==> src/verilog/ggss_pkg.sv <==
// package for the gain group switch selector
// assumes a 250 MHz clock and a 32-bit apb register bus
package ggss_pkg;
    // ------------------------------------------------------------
    // register byte offsets
    // ------------------------------------------------------------
    localparam logic [7:0] OFF_POS_MODE   = 8'h00;
    localparam logic [7:0] OFF_POS_DELAY  = 8'h04;
    localparam logic [7:0] OFF_POS_GRADE  = 8'h08;
    localparam logic [7:0] OFF_POS_HYST   = 8'h0C;
    localparam logic [7:0] OFF_POS_TIME   = 8'h10;
    localparam logic [7:0] OFF_SPD_MODE   = 8'h14;
    localparam logic [7:0] OFF_SPD_DELAY  = 8'h18;
    localparam logic [7:0] OFF_SPD_GRADE  = 8'h1C;
    localparam logic [7:0] OFF_SPD_HYST   = 8'h20;
    localparam logic [7:0] OFF_TRQ_MODE   = 8'h24;
    localparam logic [7:0] OFF_TRQ_DELAY  = 8'h28;
    localparam logic [7:0] OFF_TRQ_GRADE  = 8'h2C;
    localparam logic [7:0] OFF_TRQ_HYST   = 8'h30;
    localparam logic [7:0] OFF_OBS_EN     = 8'h34;
    localparam logic [7:0] OFF_OBS_CUT    = 8'h38;
    localparam logic [7:0] OFF_OBS_PHASE  = 8'h3C;
    localparam logic [7:0] OFF_OBS_INERT  = 8'h40;
    localparam logic [7:0] OFF_CTRL       = 8'h44;
    localparam logic [7:0] OFF_STATUS     = 8'h48;
    localparam logic [7:0] OFF_ACTIVE     = 8'h4C;
    localparam int         NREG           = 19;
    // ------------------------------------------------------------
    // reset values
    // ------------------------------------------------------------
    localparam logic [15:0] RST_POS_DELAY = 16'h0032;
    localparam logic [15:0] RST_POS_GRADE = 16'h0032;
    localparam logic [15:0] RST_POS_HYST  = 16'h0021;
    localparam logic [15:0] RST_POS_TIME  = 16'h0021;
    localparam logic [15:0] RST_OBS_CUT   = 16'h0064;
    localparam logic [15:0] RST_OBS_INERT = 16'h03E8;
    localparam logic [15:0] RST_ZERO      = 16'h0000;
    // ------------------------------------------------------------
    // ranges
    // ------------------------------------------------------------
    localparam logic [15:0] MAX_DELAY     = 16'h03E8;
    localparam logic [15:0] MAX_GRADE     = 16'h4E20;
    localparam logic [15:0] MAX_POS_MODE  = 16'h000A;
    localparam logic [15:0] MAX_SPD_MODE  = 16'h0005;
    localparam logic [15:0] MAX_TRQ_MODE  = 16'h0003;
    localparam logic [15:0] MAX_OBS_EN    = 16'h0002;
    localparam logic [15:0] MAX_OBS_CUT   = 16'h01F4;
    localparam logic [15:0] MAX_OBS_PHASE = 16'h2710;
    localparam logic [15:0] MAX_OBS_INERT = 16'h2710;
    // ------------------------------------------------------------
    // timing: one delay step is 0.1 ms
    // ------------------------------------------------------------
    localparam int TICK_NS      = 100000;
    localparam int CLK_NS       = 4;
    localparam int TICK_CYCLES  = TICK_NS / CLK_NS;
    // ------------------------------------------------------------
    // control modes and switchover mode codes
    // ------------------------------------------------------------
    typedef enum logic [1:0] {
        GGSS_CM_POS = 2'b00,
        GGSS_CM_SPD = 2'b01,
        GGSS_CM_TRQ = 2'b10
    } ggss_ctrl_mode_t;
    localparam logic [3:0] MD_FIX1   = 4'h0;
    localparam logic [3:0] MD_FIX2   = 4'h1;
    localparam logic [3:0] MD_INPUT  = 4'h2;
    localparam logic [3:0] MD_TORQUE = 4'h3;
    localparam logic [3:0] MD_SPDVAR = 4'h4;
    localparam logic [3:0] MD_SPDCMD = 4'h5;
    localparam logic [3:0] MD_POSDEV = 4'h6;
    localparam logic [3:0] MD_POSCMD = 4'h7;
    localparam logic [3:0] MD_INPOS  = 4'h8;
    localparam logic [3:0] MD_SPDFB  = 4'h9;
    localparam logic [3:0] MD_CMDSPD = 4'hA;
    localparam int CTRL_MODE_LSB = 0;
    localparam int CTRL_FUNC_BIT = 2;
endpackage

==> src/verilog/ggss_top.sv <==
// gain group switch selector: group 1 or 2 choice for the loop regulators
// assumes one 250 MHz clock, an apb master and synchronous motion inputs
//
// What this block does
// - mode 6: position deviation drives group choice
// - mode 7: nonzero position instruction picks group 2
// - mode 8: incomplete positioning picks group 2
// - mode 9: speed feedback drives group choice
// - mode 10: instruction and speed gate return
// - position delay, grade, hysteresis, time ranges
// - codes 0 and 1 fix groups
// - code 2 follows external gain-select input
// - speed mode 3: torque instruction threshold
// - speed mode 4: speed instruction variation threshold
// - speed mode 5: speed instruction threshold
// - speed settings ranges, default zero
// - torque mode 3: torque instruction threshold
// - torque settings ranges, default zero
// - observer cutoff 0..500, applied on restart
// - phase compensation 0..10000, immediate
// - position mode 3: torque instruction threshold
`timescale 1ns/1ns
module ggss_top
(
    input  wire logic                    clk,
    input  wire logic                    rst,
    input  wire logic                    ce,
    input  wire logic                    psel,
    input  wire logic                    penable,
    input  wire logic                    pwrite,
    input  wire logic [7:0]              paddr,
    input  wire logic [31:0]             pwdata,
    output logic                         pready,
    output logic [31:0]                  prdata,
    output logic                         pslverr,
    input  wire logic                    restart,
    input  wire logic                    gain_sel_in,
    input  wire logic [15:0]             torque_cmd,
    input  wire logic [15:0]             speed_cmd,
    input  wire logic [15:0]             speed_cmd_var,
    input  wire logic [15:0]             speed_fb,
    input  wire logic [15:0]             pos_cmd,
    input  wire logic [15:0]             pos_dev,
    input  wire logic                    pos_done,
    output logic                         group2_sel,
    output logic                         pi_switch,
    output logic [1:0]                   obs_enable,
    output logic [15:0]                  obs_cutoff,
    output logic [15:0]                  obs_phase,
    output logic [15:0]                  obs_inertia
);
    import ggss_pkg::*;

    // ------------------------------------------------------------
    // register file
    // ------------------------------------------------------------
    logic [15:0] cfg_reg [NREG];
    logic [15:0] wr_val;
    logic [4:0]  wr_idx;
    wire  logic  acc       = psel & penable & ce;
    wire  logic  in_map    = (paddr[1:0] == 2'b00) && (paddr <= OFF_ACTIVE);
    wire  logic  ro_addr   = (paddr == OFF_STATUS) || (paddr == OFF_ACTIVE);
    wire  logic  wr_ok     = acc & pwrite & in_map & ~ro_addr;
    wire  logic  bad       = ~in_map | (pwrite & ro_addr);
    assign wr_idx = paddr[6:2];
    assign wr_val = pwdata[15:0];

    // clamp a write to the documented range of its register
    function automatic logic [15:0] clamp(input logic [4:0] idx, input logic [15:0] v);
        logic [15:0] lim;
        lim = 16'hFFFF;
        if (idx == OFF_POS_DELAY[6:2] || idx == OFF_POS_TIME[6:2]) lim = MAX_DELAY;
        if (idx == OFF_POS_GRADE[6:2] || idx == OFF_POS_HYST[6:2]) lim = MAX_GRADE;
        if (idx == OFF_POS_MODE[6:2]) lim = MAX_POS_MODE;
        if (idx == OFF_SPD_MODE[6:2]) lim = MAX_SPD_MODE;
        if (idx == OFF_SPD_DELAY[6:2]) lim = MAX_DELAY;
        if (idx == OFF_SPD_GRADE[6:2] || idx == OFF_SPD_HYST[6:2]) lim = MAX_GRADE;
        if (idx == OFF_TRQ_MODE[6:2]) lim = MAX_TRQ_MODE;
        if (idx == OFF_TRQ_DELAY[6:2]) lim = MAX_DELAY;
        if (idx == OFF_TRQ_GRADE[6:2] || idx == OFF_TRQ_HYST[6:2]) lim = MAX_GRADE;
        if (idx == OFF_OBS_EN[6:2]) lim = MAX_OBS_EN;
        if (idx == OFF_OBS_CUT[6:2]) lim = MAX_OBS_CUT;
        if (idx == OFF_OBS_PHASE[6:2]) lim = MAX_OBS_PHASE;
        if (idx == OFF_OBS_INERT[6:2]) lim = MAX_OBS_INERT;
        clamp = (v > lim) ? lim : v;
    endfunction

    // reset value of each register
    function automatic logic [15:0] rst_val(input int i);
        logic [15:0] r;
        r = RST_ZERO;
        if (i == int'(OFF_POS_DELAY[6:2])) r = RST_POS_DELAY;
        if (i == int'(OFF_POS_GRADE[6:2])) r = RST_POS_GRADE;
        if (i == int'(OFF_POS_HYST[6:2]))  r = RST_POS_HYST;
        if (i == int'(OFF_POS_TIME[6:2]))  r = RST_POS_TIME;
        if (i == int'(OFF_OBS_CUT[6:2]))   r = RST_OBS_CUT;
        if (i == int'(OFF_OBS_INERT[6:2])) r = RST_OBS_INERT;
        rst_val = r;
    endfunction

    // one word per generate entry; writes land at once, but observer enable, cutoff and inertia reach their outputs only on restart
    // the status slot is never written (read-only decode), so it stays zero
    genvar gi;
    generate
        for (gi = 0; gi < NREG; gi++)
        begin : g_cfg
            always_ff @(posedge clk)
            begin
                if (rst)
                    cfg_reg[gi] <= rst_val(gi);
                else if (wr_ok && wr_idx == 5'(gi))
                    cfg_reg[gi] <= clamp(5'(gi), wr_val);
            end
        end
    endgenerate

    wire logic [3:0]  pos_mode  = cfg_reg[OFF_POS_MODE[6:2]][3:0];
    wire logic [15:0] pos_delay = cfg_reg[OFF_POS_DELAY[6:2]];
    wire logic [15:0] pos_grade = cfg_reg[OFF_POS_GRADE[6:2]];
    wire logic [15:0] pos_hyst  = cfg_reg[OFF_POS_HYST[6:2]];
    wire logic [3:0]  spd_mode  = cfg_reg[OFF_SPD_MODE[6:2]][3:0];
    wire logic [15:0] spd_delay = cfg_reg[OFF_SPD_DELAY[6:2]];
    wire logic [15:0] spd_grade = cfg_reg[OFF_SPD_GRADE[6:2]];
    wire logic [15:0] spd_hyst  = cfg_reg[OFF_SPD_HYST[6:2]];
    wire logic [3:0]  trq_mode  = cfg_reg[OFF_TRQ_MODE[6:2]][3:0];
    wire logic [15:0] trq_delay = cfg_reg[OFF_TRQ_DELAY[6:2]];
    wire logic [15:0] trq_grade = cfg_reg[OFF_TRQ_GRADE[6:2]];
    wire logic [15:0] trq_hyst  = cfg_reg[OFF_TRQ_HYST[6:2]];
    wire logic [15:0] ctrl_w    = cfg_reg[OFF_CTRL[6:2]];
    wire ggss_ctrl_mode_t cmode = ggss_ctrl_mode_t'(ctrl_w[CTRL_MODE_LSB +: 2]);
    wire logic        func_grp  = ctrl_w[CTRL_FUNC_BIT];

    // ------------------------------------------------------------
    // mode selection per control mode
    // ------------------------------------------------------------
    logic [3:0]  act_mode;
    logic [15:0] act_delay, act_grade, act_hyst, qty;
    always_comb
    begin
        act_mode  = pos_mode;
        act_delay = pos_delay;
        act_grade = pos_grade;
        act_hyst  = pos_hyst;
        if (cmode == GGSS_CM_SPD)
        begin
            act_mode  = spd_mode;
            act_delay = spd_delay;
            act_grade = spd_grade;
            act_hyst  = spd_hyst;
        end
        else if (cmode == GGSS_CM_TRQ)
        begin
            act_mode  = trq_mode;
            act_delay = trq_delay;
            act_grade = trq_grade;
            act_hyst  = trq_hyst;
        end
    end

    // monitored quantity by mode code
    always_comb
    begin
        qty = 16'h0000;
        unique case (act_mode)
            // torque instruction in every control mode
            MD_TORQUE: qty = torque_cmd;
            MD_SPDVAR: qty = speed_cmd_var;
            MD_SPDCMD: qty = speed_cmd;
            MD_POSDEV: qty = pos_dev;
            MD_SPDFB:  qty = speed_fb;
            default:   qty = 16'h0000;
        endcase
    end

    // ------------------------------------------------------------
    // demand for group 2 and release condition
    // ------------------------------------------------------------
    // enter above grade, release only below grade minus hysteresis
    wire logic [16:0] low_mark  = {1'b0, act_grade} - {1'b0, act_hyst};
    wire logic        above     = qty > act_grade;
    wire logic        below     = low_mark[16] ? 1'b0 : ({1'b0, qty} < low_mark);
    wire logic        cmd_nz    = pos_cmd != 16'h0000;
    logic             want2, release_ok, fixed, fixed_val;
    always_comb
    begin
        want2      = 1'b0;
        release_ok = 1'b0;
        fixed      = 1'b0;
        fixed_val  = 1'b0;
        unique case (act_mode)
            MD_FIX1:   begin fixed = 1'b1; fixed_val = 1'b0; end
            MD_FIX2:   begin fixed = 1'b1; fixed_val = 1'b1; end
            // external input selects group when so configured
            MD_INPUT:  begin fixed = 1'b1; fixed_val = func_grp & gain_sel_in; end
            MD_POSCMD: begin want2 = cmd_nz; release_ok = ~cmd_nz; end
            MD_INPOS:  begin want2 = ~pos_done; release_ok = pos_done; end
            MD_CMDSPD: begin want2 = cmd_nz; release_ok = ~cmd_nz & (speed_fb < act_grade); end
            MD_TORQUE, MD_SPDVAR, MD_SPDCMD, MD_POSDEV, MD_SPDFB:
                       begin want2 = above; release_ok = below; end
            default:   begin fixed = 1'b1; fixed_val = 1'b0; end
        endcase
    end

    // ------------------------------------------------------------
    // return delay: steps of 0.1 ms
    // ------------------------------------------------------------
    logic [16:0] tick_reg;
    logic [15:0] steps_reg;
    logic        grp_reg;
    wire  logic  tick_end  = tick_reg == 17'(TICK_CYCLES - 1);
    wire  logic  delay_out = steps_reg >= act_delay;
    // delay restarts whenever release condition drops
    always_ff @(posedge clk)
    begin
        if (rst)
        begin
            tick_reg  <= '0;
            steps_reg <= '0;
            grp_reg   <= 1'b0;
        end
        else if (ce)
        begin
            if (fixed)
            begin
                grp_reg   <= fixed_val;
                tick_reg  <= '0;
                steps_reg <= '0;
            end
            else if (want2 || !grp_reg || !release_ok)
            begin
                grp_reg   <= grp_reg | want2;
                tick_reg  <= '0;
                steps_reg <= '0;
            end
            else if (delay_out)
                grp_reg <= 1'b0;
            else if (tick_end)
            begin
                tick_reg  <= '0;
                steps_reg <= steps_reg + 16'h0001;
            end
            else
                tick_reg <= tick_reg + 17'h00001;
        end
    end

    // ------------------------------------------------------------
    // outputs and restart-latched observer settings
    // ------------------------------------------------------------
    always_ff @(posedge clk)
    begin
        if (rst)
        begin
            group2_sel  <= 1'b0;
            pi_switch   <= 1'b0;
            obs_enable  <= 2'b00;
            obs_cutoff  <= RST_OBS_CUT;
            obs_phase   <= RST_ZERO;
            obs_inertia <= RST_OBS_INERT;
        end
        else if (ce)
        begin
            group2_sel <= grp_reg;
            // p/pi switch use of the input
            pi_switch  <= (act_mode == MD_INPUT) & ~func_grp & gain_sel_in;
            obs_phase  <= cfg_reg[OFF_OBS_PHASE[6:2]];
            if (restart)
            begin
                obs_enable  <= cfg_reg[OFF_OBS_EN[6:2]][1:0];
                obs_cutoff  <= cfg_reg[OFF_OBS_CUT[6:2]];
                obs_inertia <= cfg_reg[OFF_OBS_INERT[6:2]];
            end
        end
    end

    // ------------------------------------------------------------
    // apb answer: one access cycle, zero wait states
    // ------------------------------------------------------------
    wire logic [15:0] rd_word = (paddr == OFF_STATUS) ? {13'h0000, act_mode[2:0]} :
                                (paddr == OFF_ACTIVE) ? {15'h0000, grp_reg} :
                                in_map ? cfg_reg[wr_idx] : 16'h0000;
    always_ff @(posedge clk)
    begin
        if (rst)
        begin
            pready  <= 1'b0;
            prdata  <= 32'h00000000;
            pslverr <= 1'b0;
        end
        else if (ce)
        begin
            pready  <= psel & ~penable & ~pready;
            pslverr <= psel & ~penable & bad;
            prdata  <= {16'h0000, rd_word};
        end
    end
    // note: pready is registered off the setup cycle, so the access phase is one cycle

    // ------------------------------------------------------------
    // checks
    // ------------------------------------------------------------
    a_fixed_one: assert property (@(posedge clk) disable iff (rst)
        ce && act_mode == MD_FIX1 && cmode == GGSS_CM_POS ##1 ce |=> !group2_sel)
        else $error("fixed group 1 not held");
    a_want_enter: assert property (@(posedge clk) disable iff (rst)
        ce && !fixed && want2 |=> grp_reg)
        else $error("group 2 not entered");
    a_no_early_ret: assert property (@(posedge clk) disable iff (rst)
        grp_reg && !delay_out && !fixed |=> grp_reg)
        else $error("group 1 returned before delay");
    a_poscmd_hold: assert property (@(posedge clk) disable iff (rst)
        ce && act_mode == MD_POSCMD && cmd_nz |=> grp_reg)
        else $error("nonzero instruction left group 1");
    a_inpos_hold: assert property (@(posedge clk) disable iff (rst)
        ce && act_mode == MD_INPOS && !pos_done |=> grp_reg)
        else $error("incomplete positioning left group 1");
    a_input_sel: assert property (@(posedge clk) disable iff (rst)
        ce && act_mode == MD_INPUT && func_grp |=> grp_reg == $past(gain_sel_in))
        else $error("input select ignored");
    a_restart_only: assert property (@(posedge clk) disable iff (rst)
        !restart |=> $stable(obs_cutoff))
        else $error("cutoff changed without restart");
    a_enable_rng: assert property (@(posedge clk) disable iff (rst)
        obs_enable != 2'b11)
        else $error("observer enable out of range");
    a_delay_rng: assert property (@(posedge clk) disable iff (rst)
        pos_delay <= MAX_DELAY && spd_delay <= MAX_DELAY)
        else $error("delay setting out of range");
    c_enter: cover property (@(posedge clk) !grp_reg ##1 grp_reg);
    c_return: cover property (@(posedge clk) grp_reg ##1 !grp_reg);
    c_restart: cover property (@(posedge clk) restart && ce);
endmodule // ggss_top

==> config.mk <==
export PLATFORM = sky130hd
export DESIGN_NAME = ggss_top
export DESIGN_NICKNAME = d
export VERILOG_FILES = /design/src/verilog/ggss_pkg.sv /design/src/verilog/ggss_top.sv
export SDC_FILE = /design/constraint.sdc
export NUM_CORES = 1
export LEC_CHECK = 0
export ABC_AREA = 1
export BUFFER_PORTS_ARGS = -buffer_cell sky130_fd_sc_hd__buf_2
export CAP_MARGIN = 0
export CELL_PAD_IN_SITES_DETAIL_PLACEMENT = 1
export CELL_PAD_IN_SITES_GLOBAL_PLACEMENT = 2
export CORE_UTILIZATION = 39
export CTS_CLUSTER_SIZE = 10
export DETAILED_ROUTE_END_ITERATION = 6
export MAX_ROUTING_LAYER = met4
export PLACE_DENSITY_LB_ADDON = 0.15
export SYNTH_ARGS = -nofsm -noshare
export SYNTH_HDL_FRONTEND = slang
export SYNTH_SLANG_ARGS = --single-unit
==> constraint.sdc <==
create_clock -name clk -period 9 [get_ports clk]
set_clock_uncertainty 0.15 [all_clocks]
set_input_delay 2.7 -clock clk [delete_from_list [all_inputs] [get_ports clk]]
set_output_delay 2.7 -clock clk [all_outputs]
set_load 0.03 [all_outputs]
== Word-level counts from Yosys, hierarchy flattened ==
Memories as Yosys holds them, arrays and structs flattened. A register that Yosys moved wholly into a read port is not among the register bits.
Index checks and enable logic that the tools add are counted.
Cells by class
  shift-type cells: 0
  multiplexer cells: 157
  reductions and logical operators: 35
  magnitude comparators: 23
  bitwise gates (word level): 41
  $mul: 0
  add/sub/neg operators: 3
  equal/unequal tests: 36
  div/mod/pow operators: 0
Operators by type and width (count)
  two-way mux 16 bit: 84
  greater-than comparator 16 bit: 18
  one-hot mux 16 bit (5 select lines): 1
  two-way mux 17 bit: 4
  two-way mux 1 bit: 63
  equality test 5 x 4 -> 1 bit (second input constant): 8
  OR 1 bit: 21
  equality test 5 x 3 -> 1 bit (second input constant): 4
  logical AND 1 bit: 20
  adder 17 x 1 -> 17 bit (second input constant): 1
  equality test 17 x 15 -> 1 bit (second input constant): 1
  < comparator 16 x 17 -> 1 bit: 1
  subtractor 16 x 16 -> 17 bit: 1
  adder 16 x 1 -> 16 bit (second input constant): 1
  equality test 4 x 3 -> 1 bit (second input constant): 4
  equality test 8 x 7 -> 1 bit (second input constant): 2
  greater-or-equal comparator 16 bit: 1
  greater-than comparator 16 bit (second input constant): 1
  < comparator 16 bit: 1
  nonzero test 16 bit: 1
  equality test 5 bit (second input constant): 3
  bitwise AND 1 bit: 13
  equality test 4 bit (second input constant): 3
  equality test 5 x 2 -> 1 bit (second input constant): 2
  other kinds (22): 36
Word-level totals
  latch bits: 0
  logic and storage cells: 304
  register bits after elaboration: 54
  bits of input ports: 145
  output and inout port bits: 86
  memories: 1
  memory bits (writable): 304
  bits in read-only memories: 0
Memory list
  cfg_reg: words 19, bits a word 16, read ports 18, clocked after memory_dff 4, write ports 19, RTL line ggss_top.sv:57  | logic [15:0] cfg_reg [NREG];

== Longest topological paths before layout ==
An unclocked memory read counts as a cell.
  depth in word-level cells: 13
  mapped depth: 37
  gate-level depth less buffers: 33

== Worst setup path after synthesis ==
No wires, ideal clock.
  path type: input-to-reg
  start: input port paddr[5]
  end: memory cfg_reg[11][0] (enable)
  path buffers: 1
  stages on the path: 12
  setup slack: 3.158 ns
  library setup time: 0.411 ns
  data required time: 8.439 ns
  arrival time: 5.281 ns
  cell sequence: nor2_1 buf_2 nand2_1 nand2_1 nand3_1 nor2_1 inv_1 nor3_1 nand2_1 nor2_1 inv_1 o21ai_0
RTL lines
  from (decl): RTL line ggss_top.sv:31  | input wire logic [7:0] paddr,
  to (decl): RTL line ggss_top.sv:57

==> impl_metrics.csv <==
group,metric,value,unit
global_route,grt_pass1_wl,122000,um
timing,tightestPinTransition,1.31,ns
yosys,synth_seq_area_share,52.9,%
detailed_routing,drt-wirelength-per-cell,24.2,um
timing,period_needed,6.62,ns
detailed_routing,firstDrtPassIters,6,
clocking,cts_resized,0,
yosys,synthCells,2396,
clocking,hold_buffers,0,
timing,fin_ws,2.38,ns
yosys,synth_edf_count,304,
layout,fin_area,0.0246,mm2
timing,timing.slew.headroom,12.6,%
global_route,antenna_found_initial,4,
clocking,numCtsBuffers,49,
layout,synthToLayoutAreaGrowth,16.2,%
global_route,grt_max_degree,82,
placement,place_hpwl,57000,um
floorplan,start_util,39.4,%
clocking,clock_sinks,408,
detailed_routing,postRouteAntennaNets,0,
layout,fin_nets,2887,
clocking,cts.path.max_buffers,3,
placement,port_buffers,198,
yosys,yosys.area_share.adder,4.47,%
timing,hold_viol,0,
global_route,grt_use_total,30.4,%
worst_setup_path,r2r_cells,27,
floorplan,die_h,235,um
yosys,yosysWarnings,0,
worst_setup_path,cp.required,9.15,ns
global_route,grt_pass1_vias,19615,
global_route,grt_remaining_overflow,0,
worst_setup_path,crit_arrival,6.78,ns
yosys,synth.most_common_cell,"nand2_1",
yosys,synth-xor-area-share,1.57,%
layout,largest_reg_flops,304,
worst_hold_path,min_path_type,"reg2reg",
detailed_routing,viasPerCell,5.63,
clocking,cts_tree,"done",
worst_setup_path,startpoint_type,"input pin",
detailed_routing,totalWireLength,82100,um
detailed_routing,drcViolationCount,0,
yosys,yosysTopAreaCell,"edfxtp_1",
clocking,clk_pin_slew,0.06,ns
detailed_routing,drt-initial-drc-count,1524,
floorplan,fp.dieArea,0.0552,mm2
timing,rsz0062_at_grt,"false",
yosys,synth_mux_area_share,0,%
floorplan,rows,85,
worst_hold_path,holdPathEnd,"prdata[3]",
yosys,synth_cell_types,57,
worst_setup_path,r2r_slack,2.53,ns
yosys,avgSynthCellArea,8.84,um2
worst_setup_path,end_kind,"flip-flop",
floorplan,coreArea,0.0537,mm2
yosys,synth_area_leaders,"edfxtp_1 43%, dfxtp_1 9.8%, nand2_1 7.2%",
yosys,synth_common_cells,"408 x nand2_1, 398 x nor2_1, 304 x edfxtp_1",
timing,setup_tns,0,ns
worst_hold_path,holdCritStartpoint,"prdata[3]",
yosys,ys.flop_type,"edfxtp_1",
placement,dpl_cell_area,0.0231,mm2
yosys,ys_ff_latch,408,
worst_setup_path,worstSetupPathType,"in2reg",
power,power_density,196,mW/mm2
worst_hold_path,worstHoldPathCells,2,
floorplan,io_pins,231,
yosys,syn_area,0.0212,mm2
yosys,synth_top_family_by_area,"simple AND/OR/NAND/NOR gates",
timing,fmax,0.151,GHz
clocking,htreeDepth,2,
timing,setup_viol,0,
worst_setup_path,crit_start,"paddr[6]",
power,ir_drop,0.137,mV
clocking,root_buffer,"clkbuf_16",
job,cap_violations,0,
layout,fillers,6362,
worst_setup_path,r2r_start,"cfg_reg[17][1]",
worst_setup_path,r2r-end,"tick_reg[7]",
power,p_leak,9.92,nW
timing,fin_crit_sh,73.6,%
layout,final_layout_size_suffix_gt1_share,12.3,%
detailed_routing,vias,19132,
placement,dpl_worst_slack,1.90,ns
placement,gp_congestion,0.912,
yosys,synth_top_area_share,43.1,%
clocking,cts_setup_buffers,0,
yosys,yosys.area_share.simple,21.6,%
status,status,"finished clean",
clocking,clk_latency,0.62,ns
yosys,synth-compound-area-share,13.7,%
yosys,synthArstFlopShare,0,%
worst_setup_path,cp_max_fo,19,
floorplan,die_width,235,um
timing,slew_violations,0,
## how the worst max path moves through the flow
stage                     endpoint  cells after the start  slack, ns
floorplan           cfg_reg[11][0]                     12       3.16
global placement     cfg_reg[5][6]                     13       1.99
detailed placement   cfg_reg[5][6]                     13       1.90
CTS                    tick_reg[7]                     27       2.51
global route           tick_reg[7]                     27       1.95
finish               cfg_reg[5][9]                     13       2.38
## layout make-up
type	count	area, um2	share of cell area (%)
sequential	408	11200	45.6
inverter	148	558	2.27
multi-input combinational	1827	9250	37.6
tap	696	871	3.54
clock buffer	71	1330	5.40
timing repair buffer	233	1250	5.10
antenna	4	10.0	0.0407
clock inverter	10	114	0.463
## where the power goes
group / switching, mW / internal, mW / leakage (nW) / total [mW]
Sequential: 0.0620 / 2.13 / 3.78 / 2.19
Clock: 0.814 / 1.03 / 0.691 / 1.84
Combinational: 0.551 / 0.230 / 5.45 / 0.781
Total: 1.43 / 3.39 / 9.92 / 4.82
## cell usage in the layout (no fill, tap or decap), types with 3 or more instances in the layout
cell type / instances
xnor2_1: 12
ha_1: 74
nor2_1: 397
clkbuf_16: 49
o221ai_1: 7
nor3_1: 29
clkbuf_1: 20
a211oi_1: 7
xor2_1: 26
buf_4: 35
o21ai_0: 181
inv_1: 131
nand2_2: 7
o22ai_1: 135
o21ai_1: 21
inv_2: 11
edfxtp_1: 304
diode_2: 4
or2_1: 5
nor4_1: 10
a221oi_1: 15
buf_2: 198
nor2_2: 3
a21oi_1: 103
clkinv_2: 3
or2_2: 7
a22o_1: 3
dfxtp_1: 104
o211ai_1: 10
nand3_1: 152
nand3b_1: 17
clkinv_1: 8
nand4_1: 38
conb_1: 126
a31oi_1: 3
o31ai_1: 4
nand2_1: 407
## stage by stage
step / cells / hold WS (ns) / utilization (%) / power, mW
global route: 3397 / 0.347 / 45.8 / 4.99
finish: 3397 / 0.318 / 45.8 / 4.82
floorplan: 2521 / 0.294 / - / 2.70
CTS: 3393 / 0.320 / 45.8 / 4.84
detailed placement: 3312 / 0.311 / 43.1 / 3.01
global placement: 3312 / 0.304 / 43.1 / 2.98
## cell families (layout without fill, tap and decap cells)
logic type	after synthesis	after routing
flip-flops	408	408
other	1	130
AND/OR/NAND/NOR	1082	1082
adder cells (fa/ha/maj)	75	75
XOR/XNOR	38	38
buffers and inverters	286	462
AO/OA/AOI/OAI	506	506
## routing by layer
metal	up-vias	GRT usage (%)	part of all wire, %
met1	9461	37.3	42
met2	678	48.1	46
met3	178	5.71	7.0
met4	0	14.7	5.2
li1	8815	-	-
met5	-	-	0
## critical path: stages
cell	delay (ns)
buf_2	0.25
clkinv_1	0.40
nor2_1	0.22
nand3_1	0.18
nor2_1	0.09
nor2_1	0.16
inv_1	0.09
nor3_1	0.59
nand2_1	0.31
nor2_1	0.37
inv_1	0.16
o21ai_1	0.84
buf_4	0.39
(Power assumes the default switching activity.)
